<file path="config.mk">
export PLATFORM = sky130hd
export DESIGN_NAME = supervisor_watchdog_reset
export DESIGN_NICKNAME = d
export VERILOG_FILES = /design/src/pkg/supervisor_pkg.sv /design/src/rtl/pin_sync.sv /design/src/rtl/button_filter.sv /design/src/rtl/supervisor_watchdog_reset.sv
export VERILOG_INCLUDE_DIRS = /design/src /design/src/pkg
export SDC_FILE = /design/constraint.sdc
export NUM_CORES = 1
export LEC_CHECK = 0
export ABC_CLOCK_PERIOD_IN_PS = 3200
export BUFFER_PORTS_ARGS = -buffer_cell sky130_fd_sc_hd__buf_4
export CORE_MARGIN = 1
export CORE_UTILIZATION = 35
export CTS_BUF_LIST = sky130_fd_sc_hd__clkbuf_8
export CTS_CLUSTER_DIAMETER = 120
export CTS_CLUSTER_SIZE = 28
export DETAILED_ROUTE_END_ITERATION = 16
export SYNTH_ARGS = -nofsm -noshare
export SYNTH_HDL_FRONTEND = slang
export SYNTH_SLANG_ARGS = --single-unit
export TNS_END_PERCENT = 10
</file>
<file path="constraint.sdc">
create_clock -name core_clk -period 3.2 [get_ports core_clk]
set_input_delay 0.64 -clock core_clk [delete_from_list [all_inputs] [get_ports core_clk]]
set_output_delay 0.64 -clock core_clk [all_outputs]
set_load 0.05 [all_outputs]
</file>
<file path="src/pkg/supervisor_params.svh">
`ifndef SUPERVISOR_PARAMS_SVH
`define SUPERVISOR_PARAMS_SVH

// core clock rate expressed as cycles per millisecond (200 MHz)
`define SV_CLK_MHZ        200
`define SV_CYC_PER_MS     (`SV_CLK_MHZ * 1000)

// counter width, enough for the longest timeout (240e6 cycles)
`define SV_CNT_W          28

// reset hold after the last cause clears, in ms
`define SV_HOLD_MS        250
// debounce qualify time for the button, in ms
`define SV_DEBOUNCE_MS    10
// watchdog timeouts per select setting, in ms
`define SV_TO_GND_MS      150
`define SV_TO_FLOAT_MS    600
`define SV_TO_VCC_MS      1200

// cycle counts derived from the times above
`define SV_HOLD_CYC       (`SV_HOLD_MS * `SV_CYC_PER_MS)
`define SV_DEBOUNCE_CYC   (`SV_DEBOUNCE_MS * `SV_CYC_PER_MS)
`define SV_TO_GND_CYC     (`SV_TO_GND_MS * `SV_CYC_PER_MS)
`define SV_TO_FLOAT_CYC   (`SV_TO_FLOAT_MS * `SV_CYC_PER_MS)
`define SV_TO_VCC_CYC     (`SV_TO_VCC_MS * `SV_CYC_PER_MS)

// synchroniser depth and vector layout of the pin inputs
`define SV_SYNC_DEPTH     3
`define SV_PIN_W          6
`define SV_PIN_TRIP       0
`define SV_PIN_SEL_LO     1
`define SV_PIN_SEL_HI     2
`define SV_PIN_KICK       3
`define SV_PIN_BUTTON     4
`define SV_PIN_SUPPLY     5
// idle levels: supply, button and strobe high, selects low
`define SV_PIN_IDLE       6'h38

`endif

</file>
<file path="src/pkg/supervisor_pkg.sv">
package supervisor_pkg;

  // three-state timeout select as seen after the pin buffer
  typedef enum logic [1:0] {
    TD_GND,
    TD_FLOAT,
    TD_VCC
  } period_sel_t;

  typedef enum logic {
    ST_HOLD,
    ST_RUN
  } sup_state_t;

  // complementary system reset pair
  typedef struct packed {
    logic active;
    logic active_n;
  } reset_pair_t;

endpackage : supervisor_pkg

</file>
<file path="src/rtl/pin_sync.sv">
`timescale 1ns/1ps
`include "supervisor_params.svh"

module pin_sync #(
  parameter int unsigned      WIDTH = `SV_PIN_W,
  parameter logic [WIDTH-1:0] IDLE  = '0
) (
  // clock and reset
  input  wire logic             core_clk,
  input  wire logic             rst_n,
  // pins
  input  wire logic [WIDTH-1:0] pin_in,
  // synchronised levels
  output logic      [WIDTH-1:0] level_q
);

  genvar i;
  generate
    for (i = 0; i < WIDTH; i++) begin : g_bit
      logic [`SV_SYNC_DEPTH-1:0] sh_q;
      // idle level is a parameter, so the async reset loads a constant
      always_ff @(posedge core_clk or negedge rst_n) begin
        if (!rst_n) begin
          sh_q <= {`SV_SYNC_DEPTH{IDLE[i]}};
        end else begin
          sh_q <= {sh_q[`SV_SYNC_DEPTH-2:0], pin_in[i]};
        end
      end
      // a change counts only once the second and third stage agree
      always_ff @(posedge core_clk or negedge rst_n) begin
        if (!rst_n) begin
          level_q[i] <= IDLE[i];
        end else if (sh_q[1] == sh_q[2]) begin
          level_q[i] <= sh_q[2];
        end
      end
    end
  endgenerate

endmodule : pin_sync

</file>
<file path="src/rtl/button_filter.sv">
`timescale 1ns/1ps
`include "supervisor_params.svh"

module button_filter #(
  parameter int unsigned DEBOUNCE_CYC = `SV_DEBOUNCE_CYC
) (
  // clock and reset
  input  wire logic core_clk,
  input  wire logic rst_n,
  // synchronised active-low button level
  input  wire logic button_n,
  // debounced press indication
  output logic      pressed_q
);

  logic [`SV_CNT_W-1:0] stable_cnt_q;
  logic                 differs;

  assign differs = (~button_n) != pressed_q;

  // any bounce back to the accepted level restarts the qualify time
  always_ff @(posedge core_clk or negedge rst_n) begin
    if (!rst_n) begin
      stable_cnt_q <= '0;
    end else if (!differs) begin
      stable_cnt_q <= '0;
    end else if (stable_cnt_q != `SV_CNT_W'(DEBOUNCE_CYC - 1)) begin
      stable_cnt_q <= stable_cnt_q + `SV_CNT_W'(1);
    end
  end

  always_ff @(posedge core_clk or negedge rst_n) begin
    if (!rst_n) begin
      pressed_q <= 1'b0;
    end else if (differs && stable_cnt_q == `SV_CNT_W'(DEBOUNCE_CYC - 1)) begin
      pressed_q <= ~button_n;
    end
  end
endmodule : button_filter

</file>
<file path="src/rtl/supervisor_watchdog_reset.sv">
// Overview of operation
// - debounce button; press gives at least 250 ms reset
// - button input is active low
// - button hold time starts at release
// - power-up reset held at least 250 ms
// - supply low asserts both reset outputs
// - select picks 150, 600 or 1200 ms timeout
// - watchdog counts only while reset inactive
// - kick falling edge restarts timeout; levels don't
// - expiry asserts reset 250 ms, then restarts
// - watchdog cannot be disabled
`timescale 1ns/1ps
`include "supervisor_params.svh"

module supervisor_watchdog_reset #(
  parameter int unsigned HOLD_CYC     = `SV_HOLD_CYC,
  parameter int unsigned DEBOUNCE_CYC = `SV_DEBOUNCE_CYC,
  parameter int unsigned TO_GND_CYC   = `SV_TO_GND_CYC,
  parameter int unsigned TO_FLOAT_CYC = `SV_TO_FLOAT_CYC,
  parameter int unsigned TO_VCC_CYC   = `SV_TO_VCC_CYC
) (
  // clock and reset
  input  wire logic                      core_clk,
  input  wire logic                      rst_n,
  // supply monitor
  input  wire logic                      supply_low,
  input  wire logic                      supply_trip_sel,
  output logic                           trip_level_sel_q,
  // processor side
  input  wire logic                      manual_button_reset_n,
  input  wire logic                      watchdog_kick_n,
  input  wire logic [1:0]                timeout_period_sel,
  // system reset pair
  output supervisor_pkg::reset_pair_t    sys_reset
);

  logic [`SV_PIN_W-1:0]        pins;
  localparam logic [`SV_PIN_W-1:0] PINS_IDLE = `SV_PIN_IDLE;
  logic [`SV_PIN_W-1:0]        pins_s;
  logic                        supply_low_s;
  logic                        kick_n_s;
  logic                        button_pressed;
  supervisor_pkg::period_sel_t period_sel_s;

  supervisor_pkg::sup_state_t  state_q;
  supervisor_pkg::sup_state_t  state_d;
  logic [`SV_CNT_W-1:0]        hold_cnt_q;
  logic [`SV_CNT_W-1:0]        wdt_cnt_q;
  logic [`SV_CNT_W-1:0]        wdt_limit;
  logic                        kick_prev_q;
  logic                        kick_fall;
  logic                        cause;
  logic                        hold_done;
  logic                        expire;
  logic                        rst_active_q;
  logic                        rst_active_n_q;

  // pin inputs, idle levels chosen so power-up sees no spurious event
  assign pins[`SV_PIN_TRIP]                    = supply_trip_sel;
  assign pins[`SV_PIN_SEL_HI:`SV_PIN_SEL_LO]   = timeout_period_sel;
  assign pins[`SV_PIN_KICK]                    = watchdog_kick_n;
  assign pins[`SV_PIN_BUTTON]                  = manual_button_reset_n;
  assign pins[`SV_PIN_SUPPLY]                  = supply_low;

  pin_sync #(
    .WIDTH    (`SV_PIN_W),
    .IDLE     (PINS_IDLE)
  ) u_pin_sync (
    .core_clk (core_clk),
    .rst_n    (rst_n),
    .pin_in   (pins),
    .level_q  (pins_s)
  );

  assign supply_low_s = pins_s[`SV_PIN_SUPPLY];
  assign kick_n_s     = pins_s[`SV_PIN_KICK];
  assign period_sel_s = supervisor_pkg::period_sel_t'(pins_s[`SV_PIN_SEL_HI:`SV_PIN_SEL_LO]);

  button_filter #(
    .DEBOUNCE_CYC (DEBOUNCE_CYC)
  ) u_button_filter (
    .core_clk     (core_clk),
    .rst_n        (rst_n),
    .button_n     (pins_s[`SV_PIN_BUTTON]),
    .pressed_q    (button_pressed)
  );

  // trip level is only forwarded to the analog comparator
  always_ff @(posedge core_clk or negedge rst_n) begin
    if (!rst_n) begin
      trip_level_sel_q <= 1'b0;
    end else begin
      trip_level_sel_q <= pins_s[`SV_PIN_TRIP];
    end
  end

  // any live cause keeps reset asserted and the hold count at zero
  assign cause = supply_low_s | button_pressed;

  // timeout per select; an undefined code falls back to the longest
  always_comb begin
    unique case (period_sel_s)
      supervisor_pkg::TD_GND:   wdt_limit = `SV_CNT_W'(TO_GND_CYC - 1);
      supervisor_pkg::TD_FLOAT: wdt_limit = `SV_CNT_W'(TO_FLOAT_CYC - 1);
      supervisor_pkg::TD_VCC:   wdt_limit = `SV_CNT_W'(TO_VCC_CYC - 1);
      default:                  wdt_limit = `SV_CNT_W'(TO_VCC_CYC - 1);
    endcase
  end

  // strobe edge detect works on the settled level only
  always_ff @(posedge core_clk or negedge rst_n) begin
    if (!rst_n) begin
      kick_prev_q <= 1'b1;
    end else begin
      kick_prev_q <= kick_n_s;
    end
  end

  assign kick_fall = kick_prev_q & ~kick_n_s;
  assign hold_done = hold_cnt_q == `SV_CNT_W'(HOLD_CYC - 1);
  // at-or-above, so a select lowered mid-run cannot let the count overshoot and wrap
  assign expire    = (state_q == supervisor_pkg::ST_RUN) && (wdt_cnt_q >= wdt_limit);

  always_comb begin
    state_d = state_q;
    unique case (state_q)
      supervisor_pkg::ST_HOLD: begin
        if (!cause && hold_done) begin
          state_d = supervisor_pkg::ST_RUN;
        end
      end
      supervisor_pkg::ST_RUN: begin
        // no enable term: only a cause or expiry leaves run
        if (cause || expire) begin
          state_d = supervisor_pkg::ST_HOLD;
        end
      end
    endcase
  end

  // async reset is the power-up event: start in hold with count zero
  always_ff @(posedge core_clk or negedge rst_n) begin
    if (!rst_n) begin
      state_q <= supervisor_pkg::ST_HOLD;
    end else begin
      state_q <= state_d;
    end
  end

  // hold counter restarts while any cause is live, so timing begins at release
  always_ff @(posedge core_clk or negedge rst_n) begin
    if (!rst_n) begin
      hold_cnt_q <= '0;
    end else if (state_q != supervisor_pkg::ST_HOLD || cause) begin
      hold_cnt_q <= '0;
    end else if (!hold_done) begin
      hold_cnt_q <= hold_cnt_q + `SV_CNT_W'(1);
    end
  end

  // watchdog idles in reset and restarts on every falling strobe edge
  always_ff @(posedge core_clk or negedge rst_n) begin
    if (!rst_n) begin
      wdt_cnt_q <= '0;
    end else if (state_q != supervisor_pkg::ST_RUN || state_d != supervisor_pkg::ST_RUN) begin
      wdt_cnt_q <= '0;
    end else if (kick_fall) begin
      wdt_cnt_q <= '0;
    end else begin
      wdt_cnt_q <= wdt_cnt_q + `SV_CNT_W'(1);
    end
  end

  // both outputs come from twin flops fed by the same term
  always_ff @(posedge core_clk or negedge rst_n) begin
    if (!rst_n) begin
      rst_active_q   <= 1'b1;
      rst_active_n_q <= 1'b0;
    end else begin
      rst_active_q   <= state_d == supervisor_pkg::ST_HOLD;
      rst_active_n_q <= state_d != supervisor_pkg::ST_HOLD;
    end
  end

  assign sys_reset.active   = rst_active_q;
  assign sys_reset.active_n = rst_active_n_q;

  // helper: run cycles since the last restart, kept apart from the watchdog counter
  logic [`SV_CNT_W-1:0] quiet_cnt_q;

  always_ff @(posedge core_clk or negedge rst_n) begin
    if (!rst_n) begin
      quiet_cnt_q <= '0;
    end else if (state_q != supervisor_pkg::ST_RUN || kick_fall) begin
      quiet_cnt_q <= '0;
    end else begin
      quiet_cnt_q <= quiet_cnt_q + `SV_CNT_W'(1);
    end
  end
endmodule : supervisor_watchdog_reset

</file>
Word-level counts from Yosys, hierarchy flattened:

Index checks and enable logic that the tools add are counted.

* register bits after elaboration: 113
* bits of input ports: 8
* output and inout bits: 3
* word-level logic and storage cells: 61

* $add $sub $neg: 3
* $lt $le $gt $ge: 1
* equal/unequal tests: 13
* multiplexer cells: 10
* bitwise gates (word level): 6
* reductions and logical operators: 8

Operator list (count)
* 28-bit two-way mux: 6
* 28-bit by 1-bit adder with 28-bit output, second input constant: 3
* 28-bit case mux with 2 select lines: 1
* 28-bit by 21-bit equality test with 1-bit output, second input constant: 1
* 28-bit by 26-bit equality test with 1-bit output, second input constant: 1
* 28-bit greater-or-equal comparator: 1
* 28-bit by 21-bit != test with 1-bit output, second input constant: 1
* 1-bit equality test: 6
* 1-bit NOT: 4
* 1-bit logical AND: 3
* 1-bit logical OR: 3
* 2-bit by 1-bit equality test with 1-bit output, second input constant: 1
* 2-bit logical NOT: 1
* 1-bit two-way mux: 2
* 2-bit by 1-bit != test with 1-bit output, second input constant: 1
* 2-bit != test, second input constant: 1
* 1-bit case mux with 2 select lines: 1
* 1-bit AND: 1
* 1-bit logical NOT: 1
* 1-bit != test: 1
* 1-bit bitwise OR: 1

Longest topological paths before layout:

Gate-level depths: netlist (run 1).

* depth in word-level cells: 10
* mapped depth: 11
* depth with buffers taken out: 9

Modules after synthesis:

From an unflattened synthesis (run 1), not the netlist that was laid out.

* cells, all modules: 538
* area total of the unflattened synthesis: 5655.4 µm²

By module, submodules not included
* supervisor_watchdog_reset: times used 1, cells an instance 345, area an instance 3439.5 µm², seq. area each 1503.9 µm²
* button_filter: times used 1, cells an instance 163, area an instance 1532.7 µm², seq. area each 725.7 µm²
* pin_sync: times used 1, cells an instance 30, area an instance 683.2 µm², seq. area each 615.6 µm²

Worst setup path before layout (run 1):

No wires, ideal clock.

* path kind: reg-to-reg
* from: register u_pin_sync.level_q[2]
* to: register wdt_cnt_q[19]
* library setup time: 0.069 ns
* data arrival time: 2.088 ns
* data required time: 3.131 ns
* setup slack: 1.043 ns
* cell stages (with the launch flop): 9
* buffers on the path: 2
* clock period less this slack: 2.157 ns
* cells stage by stage: dfrtp_1 > buf_6 > inv_1 > ha_1 > or4b_2 > nor3_2 > nand4b_4 > buf_6 > nor2_2

* word-level cells in the longest chain between the ends: 10
* elaborated cells between the ends (all ways): 11
* those cells by class: order compare (1); eq/ne (1); mux (4); bitwise (1); reduce/logical (4)

RTL lines
* from (decl): line pin_sync.sv:14 `output logic [WIDTH-1:0] level_q`
* from (signal, indexed assignment): line pin_sync.sv:32 `level_q[i] <= IDLE[i];`
* from (signal, indexed assignment): line pin_sync.sv:34 `level_q[i] <= sh_q[2];`
* 2-bit by 1-bit equality test with 1-bit output or 2-bit logical NOT (tied branches): line supervisor_watchdog_reset.sv:102 `unique case (period_sel_s)`
* 28-bit case mux with 2 select lines (*): line supervisor_watchdog_reset.sv:102
* 28-bit greater-or-equal comparator (*): line supervisor_watchdog_reset.sv:122 `assign expire = (state_q == supervisor_pkg::ST_RUN) && (wdt_cnt_q >= wdt_limit);`
* 1-bit logical AND (*): line supervisor_watchdog_reset.sv:122
* 1-bit logical OR (*): line supervisor_watchdog_reset.sv:134 `if (cause || expire) begin`
* 1-bit two-way mux (*): line supervisor_watchdog_reset.sv:134
* 1-bit case mux with 2 select lines (*): line supervisor_watchdog_reset.sv:126 `unique case (state_q)`
* 1-bit NOT (*): line supervisor_watchdog_reset.sv:165 `end else if (state_q != supervisor_pkg::ST_RUN || state_d != supervisor_pkg::ST_RUN) begin`
* 1-bit logical OR (*): line supervisor_watchdog_reset.sv:165
* 28-bit two-way mux (*): line supervisor_watchdog_reset.sv:165
* to (signal assigned): line supervisor_watchdog_reset.sv:170 `` wdt_cnt_q <= wdt_cnt_q + `SV_CNT_W'(1); ``
* to (decl): line supervisor_watchdog_reset.sv:48 `` logic [`SV_CNT_W-1:0] wdt_cnt_q; ``

Every way passes the cells marked *; elsewhere a longest branch is shown, timed or not.
A chain may end at the register's enable or synchronous reset.

Final worst setup path (run 1):

* from: register u_pin_sync.level_q[2]
* to: register wdt_cnt_q[18]

Same word-level chain as after synthesis.

==> run summary, run 1 <==
Clock Tree Buf Depth = 2
Final Wtd Congestion = 0.8375
most common cell after layout, fill and taps aside = dfrtp_1
layout cell share with drive strength beyond 1 = 14.18%
most frequent cells in the layout = dfrtp_1, nor2_1, xor2_1, nand2_1, nand3_1
multi-input gate area in the final layout = 2505 um2
status = completed
synthesized flop and latch total = 113
leakage power = 2.639 nW
setup violators final = 0
Max VDD drop = 0.2292 mV
CTS H-tree depth = 4
Core Region = 15260 um2
setup TNS = 0 ns
setup bufs post-CTS = 0
post-layout util = 40.62%
first-pass GRT wire length = 17810 um
Max Cap Viol = 0
PwrDens = 507.3 nW/um2
Max-slew headroom = 31.72%
largest net degree at the start of global routing = 114
final WL = 10110 um
Final Slew Violations = 0
Area growth syn-to-layout = 12.95%
Critical Path RT = 3.55 ns
Synth Instances = 524
die area = 16180 um2
# clock sinks = 113
post_cts resized = 0
I/O pins = 11
Nets = 558
DR vias/cell = 4.932
latest clock arrival within the worst-skew pair = 0.43 ns
RSZ-0062 raised after global routing = false
overall power = 0.003144 W
ys async rst share = 100.0%
clock root cell = clkbuf_8
Vias = 3753
Post-synth EDFFs = 0
Synth warnings = 0
Hold WC Path Type = in2async
WL per Instance = 13.29 um
initial antenna violation count = 0
Post-Syn Nets = 544
PortBufs = 10
Clk pin slew, worst setup/hold paths = 0.07 ns
Diodes inserted = 0
GRT Total Usage = 13.99%
chip width = 127.2 um
total grt overflow = 0
syn avg cell area = 10.47 um2
critical path type = reg2reg
DRT iter0 DRCs = 204
fillcell total = 1491
DP HPWL = 6696 um
1st-pass router iterations = 4
sequential share of the synthesized area = 51.86%
num rows = 45
CP Max Fanout = 28
Placement Setup Slack = 0.4914 ns
synthesized area = 5487 um2
Final period util = 83.53%
Initial Util = 35.96%
Yosys top cell by area = dfrtp_1
Yosys top cell area share = 45.15%
minimum clock period = 2.673 ns
Yosys cell types = 57
Sequential Area = 2845 um2
vias in the first global route = 3703
cts-stage hold buffer count = 0
CP arrival = 3.02 ns
CP endpoint kind = flop
final hold vios = 0
Peak Freq = 374.1 MHz
antenna-violating nets left = 0
clock skew after layout = 0.01267 ns
Top FF cell, synth = dfrtp_1
die height = 127.2 um
top cells by area, synth = dfrtp_1, xor2_1, dfstp_2
Worst Tran Pin Value = 1.024 ns
TritonCTS buffer count = 17
worst setup margin = 0.5271 ns
CP Launch Type = flop
TritonCTS clock tree = yes
DRC viols = 0
[metal layers]
metal	wire length (um)	track usage [%]	up-vias
met4	234	7.003	0
met5	0	0	-
met1	4859	17.99	1832
met3	308	3.727	17
met2	4711	21.82	55
li1	-	-	1849
[final timing paths]
path                            slack [ns]                                to                        start  cells after the start
worst max-delay path                  0.53                     wdt_cnt_q[18]        u_pin_sync.level_q[2]                      6
worst min-delay path                  0.28             u_pin_sync.level_q[1]                        rst_n                      2
worst max register to register        0.53                     wdt_cnt_q[18]        u_pin_sync.level_q[2]                      6
worst min register to register        0.34       u_pin_sync.g_bit[2].sh_q[1]  u_pin_sync.g_bit[2].sh_q[0]                      0
max in group asynchronous             2.47  u_button_filter.stable_cnt_q[15]                        rst_n                      2
min in group core_clk                 0.32       u_pin_sync.g_bit[1].sh_q[0]        timeout_period_sel[0]                      1
[power by group]
group / switching, W / internal, W
logic: 0.0000898 / 0.0000468
clock network: 0.000572 / 0.000933
registers: 0.0000307 / 0.00147
[worst max-delay path, stage by stage, from the launching register on]
cell and delay (ns):
dfrtp_1 0.61, inv_1 0.16, ha_1 0.22, or4b_2 0.62, nor3_2 0.27, nand4b_4 0.44
nor2_1 0.25
[stage by stage]
| stage | hold WS, ns | area (um2) | std cells |
|---|---|---|---|
| finish | 0.2780 | 6197 | 761 |
| global placement | 0.3361 | 5754 | 730 |
| global route | 0.2833 | 6197 | 761 |
| CTS | 0.2823 | 6197 | 761 |
| floorplan | 0.3312 | 5487 | 524 |
| detailed placement | 0.3347 | 5754 | 730 |
[sequential cells by signal, indices dropped and copies added (netlist names)]
register	flops
hold_cnt_q	28
kick_prev_q	1
rst_active_q	1
state_q	1
trip_level_sel_q	1
u_button_filter.pressed_q	1
u_button_filter.stable_cnt_q	28
u_pin_sync.g_bit.sh_q	18
u_pin_sync.level_q	6
wdt_cnt_q	28
[Yosys cell counts, types with 2 or more instances]
library cell  count
dfrtp_1          99
nor2_1           79
xor2_1           54
nand2_1          33
nand3_1          28
nand4_1          24
and3_1           23
xnor2_1          18
dfstp_2          14
ha_1             12
o21ai_0          12
and4_1           11
nor2_2           11
inv_1             9
a21oi_1           7
maj3_1            7
or3_1             7
clkbuf_1          6
a31oi_1           4
buf_2             4
buf_6             4
mux2i_1           4
nor3_1            4
nor4b_1           4
and2_1            3
nor4_1            3
a211oi_1          2
and4b_1           2
buf_4             2
nand2b_1          2
nor2b_1           2
nor3_2            2
nor4_2            2
o21a_1            2
o22ai_1           2
[cells by family (layout without fill, tap and decap cells)]
logic type / after synthesis / count (layout) / share of synthesized area (%)
AO/OA/AOI/OAI: 40 / 40 / 4.766
XOR/XNOR: 72 / 72 / 11.49
adder cells (fa/ha/maj): 19 / 19 / 4.014
buffers and inverters: 27 / 53 / 2.622
flip-flops: 113 / 113 / 51.86
multiplexers: 5 / 5 / 0.9350
AND/OR/NAND/NOR: 248 / 248 / 24.31
[area by class of cell]
class,count,area share (%)
inverter,10,0.6057
multi-input combinational,384,40.42
clock buffer,18,3.998
timing repair buffer,12,1.656
clock inverter,13,3.150
sequential,113,45.91
tap,211,4.260
(Power assumes the default switching activity.)
==> run 2: changes to the inputs <==
- ABC_AREA: unset -> 1
- ABC_CLOCK_PERIOD_IN_PS: 3200 -> 2500
- clock period: 3.2 -> 2.5 ns (I/O delays scaled with it)
==> run 2 against run 1 <==
Against the previous run:
- sequential power rose by 28%
- critical path type unchanged
- first-iteration DRC count rose by 99%
- wire length up 43%
- die area up 14%
==> run summary, run 2 <==
latest clock arrival within the worst-skew pair = 0.46 ns (was 0.43 ns)
vias in the first global route = 4917 (was 3703)
PortBufs = 10 (unchanged)
CP endpoint kind = flop (unchanged)
Post-Syn Nets = 855 (was 544)
# clock sinks = 113 (unchanged)
crit path cell chain = inv_2 -> nand2_2 -> ha_1 -> nand2_1 -> o21ai_0 -> nand3_1 -> nand2_1 -> nand2_1 -> nand3_2 -> buf_12 -> nand2_1 (was inv_1 -> ha_1 -> or4b_2 -> nor3_2 -> nand4b_4 -> nor2_1)
Hold WS = 0.01519 ns (was 0.2780 ns)
Max Cap Viol = 0 (unchanged)
final hold vios = 0 (unchanged)
Clk pin slew, worst setup/hold paths = 0.08 ns (was 0.07 ns)
Yosys top cell area share = 39.48% (was 45.15%)
critical path type = reg2reg (unchanged)
final WL = 14490 um (was 10110 um)
first-pass GRT wire length = 24720 um (was 17810 um)
most frequent cells in the layout = nand2_1, nor2_1, inv_1, dfrtp_1, nand3_1 (was dfrtp_1, nor2_1, xor2_1, nand2_1, nand3_1)
minimum clock period = 2.065 ns (was 2.673 ns)
clock root cell = clkbuf_8 (unchanged)
synthesized area = 6275 um2 (was 5487 um2)
Synth warnings = 0 (unchanged)
Worst path max stage delay = 0.46 ns (was 0.62 ns)
cts-stage hold buffer count = 0 (unchanged)
DRT iter0 DRCs = 406 (was 204)
DRC viols = 0 (unchanged)
Worst Tran Pin Value = 0.5979 ns (was 1.024 ns)
Yosys cell types = 36 (was 57)
die area = 18470 um2 (was 16180 um2)
setup TNS = 0 ns (unchanged)
PwrDens = 562.5 nW/um2 (was 507.3 nW/um2)
Vias = 5361 (was 3753)
FF-to-FF path depth = 11 (was 6)
sequential share of the synthesized area = 45.34% (was 51.86%)
CP Max Fanout = 29 (was 28)
Hold WC Path Type = in2async (unchanged)
Final Wtd Congestion = 0.9061 (was 0.8375)
antenna-violating nets left = 0 (unchanged)
WL per Instance = 13.20 um (was 13.29 um)
synth cell count leaders = nand2_1, nor2_1, inv_1 (was dfrtp_1, nor2_1, xor2_1)
layout cell share with drive strength beyond 1 = 9.164% (was 14.18%)
status = completed (unchanged)
setup bufs post-CTS = 0 (unchanged)
Max VDD drop = 0.3439 mV (was 0.2292 mV)
Top FF cell, synth = dfrtp_1 (unchanged)
Synth Instances = 835 (was 524)
Max-slew headroom = 59.83% (was 31.72%)
Yosys top cell by area = dfrtp_1 (unchanged)
TritonCTS buffer count = 17 (unchanged)
Critical Path RT = 2.83 ns (was 3.55 ns)
CP arrival = 2.40 ns (was 3.02 ns)
Clock Tree Buf Depth = 2 (unchanged)
I/O pins = 11 (unchanged)
Final Slew Violations = 0 (unchanged)
GRT Total Usage = 17.26% (was 13.99%)
die height = 135.9 um (was 127.2 um)
Post-synth EDFFs = 0 (unchanged)
synthesized flop and latch total = 113 (unchanged)
fillcell total = 1791 (was 1491)
top-count cell post-synth = nand2_1 (was dfrtp_1)
overall power = 0.003983 W (was 0.003144 W)
setup violators final = 0 (unchanged)
syn avg cell area = 7.515 um2 (was 10.47 um2)
Core Region = 17420 um2 (was 15260 um2)
Peak Freq = 484.4 MHz (was 374.1 MHz)
CP max-delay cell = dfrtp_1 (was or4b_2)
largest net degree at the start of global routing = 49 (was 114)
CP dominant cell by count = nand2_1
post_cts resized = 0 (unchanged)
leakage power = 2.974 nW (was 2.639 nW)
DR vias/cell = 4.883 (was 4.932)
TritonCTS clock tree = yes (unchanged)
most common cell after layout, fill and taps aside = nand2_1 (was dfrtp_1)
Diodes inserted = 0 (unchanged)
num rows = 48 (was 45)
ys async rst share = 100.0% (unchanged)
1st-pass router iterations = 5 (was 4)
Initial Util = 36.03% (was 35.96%)
DP HPWL = 10690 um (was 6696 um)
CTS H-tree depth = 4 (unchanged)
Area growth syn-to-layout = 12.84% (was 12.95%)
RSZ-0062 raised after global routing = false (unchanged)
Final period util = 82.58% (was 83.53%)
clock skew after layout = 0.01099 ns (was 0.01267 ns)
total grt overflow = 0 (unchanged)
chip width = 135.9 um (was 127.2 um)
CP Launch Type = flop (unchanged)
top cells by area, synth = dfrtp_1, nand2_1, nor2_1 (was dfrtp_1, xor2_1, dfstp_2)
Nets = 880 (was 558)
initial antenna violation count = 0 (unchanged)
biggest regs = hold_cnt_q x28, u_button_filter.stable_cnt_q x28, wdt_cnt_q x28 (unchanged)
[run 2: cell families (layout without fill, tap and decap cells)]
family          after synthesis  after routing  share of synthesized area (%)
xor+xnor                     29             29                          4.048
simple gates                495            495                          34.36
compound gates               65             65                          5.643
fa+ha+maj                    18             18                          3.350
flops                       113            113                          45.34
buf+inv                     115            153                          7.258
[run 2: metal layers]
layer  track usage, %  share of wire [%]
met1            24.77                 51
met2            25.51                 44
met3            3.579                3.2
met4            6.296                1.6
met5                0                  0
[run 2: metrics by stage]
step	instance area, um2	cells	setup slack [ns]	util (%)
final	7081	1098	0.4355	40.65
after global routing	7081	1098	0.2354	40.65
after CTS	7081	1098	0.4513	40.65
after detailed placement	6660	1066	0.4715	38.24
after global placement	6660	1066	0.5090	38.24
after floorplan	6275	835	0.6902	-
[run 2: critical path: cells and delay by family (launching register included)]
family | cells | cell delay (ns)
simple gates | 7 | 0.63
flops | 1 | 0.46
fa+ha+maj | 1 | 0.33
buf+inv | 2 | 0.33
compound gates | 1 | 0.18
[run 2: cell type report]
| cell class | instances | area, um2 | share of cell area (%) |
|---|---|---|---|
| clock inverters | 15 | 186.4 | 2.633 |
| repair buffers | 18 | 172.7 | 2.439 |
| clock buffers | 17 | 234.0 | 3.304 |
| multi-input cells | 607 | 2974 | 42.00 |
| inverters | 103 | 386.6 | 5.460 |
| well taps | 225 | 281.5 | 3.976 |
| flip-flops and latches | 113 | 2845 | 40.18 |
[run 2: final timing paths]
check	start	endpoint	slack (ns)
min	rst_n	hold_cnt_q[9]	0.02
max	u_pin_sync.level_q[2]	state_q	0.44
min in group core_clk	timeout_period_sel[1]	u_pin_sync.g_bit[2].sh_q[0]	0.15
max in group asynchronous	rst_n	u_pin_sync.g_bit[3].sh_q[1]	1.78
max reg2reg	u_pin_sync.level_q[2]	state_q	0.44
min reg2reg	u_pin_sync.g_bit[0].sh_q[0]	u_pin_sync.g_bit[0].sh_q[1]	0.35
[run 2: power by group]
group          internal (W)  switching (W)
Combinational     0.0000720       0.000155
Sequential          0.00188      0.0000371
Clock              0.000991       0.000846
==> run 3: changes to the inputs <==
- ABC_AREA: 1 -> 0
- ABC_CLOCK_PERIOD_IN_PS: 2500 -> 1800
- clock period: 2.5 -> 1.8 ns (I/O delays scaled with it)
==> run 3 against run 2 <==
Against the previous run:
- largest cell class is now sequential cells
- flip-flop and latch count did not move
- sequential share of layout area rose by 0.74 points
- worst hold slack improved by 0.34 ns
- critical path depth fell by 2
- sequential power rose by 39%
- final cell count fell by 23%
- first-iteration DRC count fell by 60%
- via count fell by 24%
- clock power rose by 28%
- critical path type unchanged
- core utilization rose by 4.9 points
- largest power group unchanged
- the run now ends with setup timing left
- register-to-register slack got worse by 0.79 ns
==> run summary, run 3 (synthesis gave the netlist of run 1 again) <==
post-layout util = 45.60% (was 40.65%)
Buf/Inv on CP = 2 (unchanged)
Worst path max stage delay = 0.46 ns (about the same)
Clk pin slew, worst setup/hold paths = 0.07 ns (was 0.08 ns)
TritonCTS clock tree = yes (unchanged)
GRT Total Usage = 15.65% (was 17.26%)
die area = 16180 um2 (was 18470 um2)
total grt overflow = 0 (unchanged)
final WL = 11380 um (was 14490 um)
biggest regs = hold_cnt_q x28, u_button_filter.stable_cnt_q x28, wdt_cnt_q x28 (unchanged)
Peak Freq = 465.2 MHz (was 484.4 MHz)
1st-pass router iterations = 4 (was 5)
clock root cell = clkbuf_8 (unchanged)
num rows = 45 (was 48)
most frequent cells in the layout = dfrtp_1, buf_4, nor2_1, xor2_1, nand2_1 (was nand2_1, nor2_1, inv_1, dfrtp_1, nand3_1)
PwrDens = 770.0 nW/um2 (was 562.5 nW/um2)
Final Wtd Congestion = 0.8158 (was 0.9061)
Max Cap Viol = 0 (unchanged)
worst setup margin = -0.3497 ns (was 0.4355 ns)
DRC viols = 0 (unchanged)
RSZ-0062 raised after global routing = true (was false)
Clock Tree Buf Depth = 2 (unchanged)
final hold vios = 0 (unchanged)
# clock sinks = 113 (unchanged)
Worst Tran Pin Value = 0.4339 ns (was 0.5979 ns)
setup violators final = 32 (was 0)
overall power = 0.005357 W (was 0.003983 W)
CTS H-tree depth = 4 (unchanged)
leakage power = 3.097 nW (was 2.974 nW)
CP max-delay cell = dfrtp_2 (was dfrtp_1)
fillcell total = 1432 (was 1791)
setup TNS = -9.333 ns (was 0 ns)
Vias = 4096 (was 5361)
I/O pins = 11 (unchanged)
WL per Instance = 13.41 um (was 13.20 um)
DR vias/cell = 4.830 (was 4.883)
status = complete, but fails checks (was completed)
CP Launch Type = flop (unchanged)
Diodes inserted = 0 (unchanged)
most common cell after layout, fill and taps aside = dfrtp_1 (was nand2_1)
Final period util = 119.4% (was 82.58%)
Final Slew Violations = 0 (unchanged)
Nets = 644 (was 880)
Initial Util = 35.96% (was 36.03%)
Area growth syn-to-layout = 26.82% (was 12.84%)
PortBufs = 10 (unchanged)
failing checks = setup timing
Max VDD drop = 0.4640 mV (was 0.3439 mV)
Hold WC Path Type = reg2reg (was in2async)
Max-slew headroom = 71.07% (was 59.83%)
initial antenna violation count = 0 (unchanged)
DRT iter0 DRCs = 163 (was 406)
minimum clock period = 2.150 ns (was 2.065 ns)
largest net degree at the start of global routing = 36 (was 49)
clock skew after layout = 0.01462 ns (was 0.01099 ns)
antenna-violating nets left = 0 (unchanged)
latest clock arrival within the worst-skew pair = 0.45 ns (was 0.46 ns)
first-pass GRT wire length = 19860 um (was 24720 um)
CP arrival = 2.52 ns (was 2.40 ns)
Hold WS = 0.3527 ns (was 0.01519 ns)
Critical Path RT = 2.17 ns (was 2.83 ns)
die height = 127.2 um (was 135.9 um)
Core Region = 15260 um2 (was 17420 um2)
chip width = 127.2 um (was 135.9 um)
TritonCTS buffer count = 17 (unchanged)
DP HPWL = 8057 um (was 10690 um)
layout cell share with drive strength beyond 1 = 27.79% (was 9.164%)
cell family with most CP delay = compound AO/OA/AOI/OAI gates (was simple AND/OR/NAND/NOR gates)
crit path cell chain = buf_4 -> ha_1 -> a31oi_1 -> o21ai_1 -> a22o_1 -> o21a_1 -> nand4b_4 -> buf_12 -> nor2_1 (was inv_2 -> nand2_2 -> ha_1 -> nand2_1 -> o21ai_0 -> nand3_1 -> nand2_1 -> nand2_1 -> nand3_2 -> buf_12 -> nand2_1)
critical path type = reg2reg (unchanged)
CP endpoint kind = flop (unchanged)
CP Max Fanout = 17 (was 29)
vias in the first global route = 4238 (was 4917)
run 3: cell count changes in the layout (fill, tap and decap cells not counted), sizes merged, moves of 29 or more:
cell | previous run | this run
nor3 | 49 | 6
nor2 | 136 | 90
xor2 | 25 | 54
buf | 18 | 91
inv | 104 | 13
nand3 | 81 | 28
nand2 | 181 | 33
run 3: what timing repair did:
| item | 4_1_cts | 5_1_grt |
|---|---|---|
| endpoints found under the hold margin | 25 | 1 |
| endpoints found under the setup margin | 39 | 56 |
| hold buffers | 6 | 1 |
| buffers inserted | 0 | 0 |
| gates resized for setup | 7 | 19 |
| cloned | 0 | 0 |
| pin swaps | 4 | 15 |
run 3: worst reg2reg max path, delay by kind of cell, from the launching register on:
family | cells | cell delay (ns)
DFF | 1 | 0.46
buffers and inverters | 2 | 0.36
and+or+nand+nor | 2 | 0.32
AOI/OAI and AO/OA | 4 | 0.71
adders and majority gates | 1 | 0.23
run 3: cell type report:
class | instances | area [um2] | share of cell area (%)
Sequential cell | 113 | 2848 | 40.93
Timing Repair Buffer | 98 | 798.3 | 11.47
Tap cell | 211 | 264.0 | 3.794
Inverter | 10 | 37.54 | 0.5395
Multi-Input combinational cell | 384 | 2616 | 37.60
Clock buffer | 20 | 275.3 | 3.956
Clock inverter | 12 | 118.9 | 1.708
run 3: through the flow:
stage	instance area [um2]	std cells	worst slack (ns)
6_report	6958	848	-0.3497
5_1_grt	6958	848	-0.4562
4_1_cts	6880	847	-0.3662
3_5_place_dp	6400	809	-0.4037
3_3_place_gp	6400	809	-0.3399
2_1_floorplan	5518	524	-0.3231
run 3: final timing paths:
path | slack (ns) | depth (start not counted) | start | to
worst max-delay path | -0.35 | 9 | u_pin_sync.level_q[2] | wdt_cnt_q[8]
worst min-delay path | 0.35 | 0 | u_pin_sync.g_bit[0].sh_q[0] | u_pin_sync.g_bit[0].sh_q[1]
worst max register to register | -0.35 | 9 | u_pin_sync.level_q[2] | wdt_cnt_q[8]
worst min register to register | 0.35 | 0 | u_pin_sync.g_bit[0].sh_q[0] | u_pin_sync.g_bit[0].sh_q[1]
max in group asynchronous | 0.78 | 3 | rst_n | u_pin_sync.g_bit[4].sh_q[1]
min in group asynchronous | 0.40 | 2 | rst_n | trip_level_sel_q
run 3: where the power goes:
group	internal, W	leakage [nW]	switching (W)
logic	0.000143	1.40	0.000193
registers	0.00262	1.49	0.0000492
clock network	0.00132	0.208	0.00104
total	0.00408	3.10	0.00128
run 3: metal layers:
| layer | routed length [um] | up-vias | GRT usage [%] |
|---|---|---|---|
| met1 | 5284 | 2023 | 19.44 |
| li1 | - | 2031 | - |
| met5 | 0 | - | 0 |
| met4 | 154 | 0 | 6.232 |
| met2 | 5636 | 32 | 25.89 |
| met3 | 300 | 10 | 4.271 |
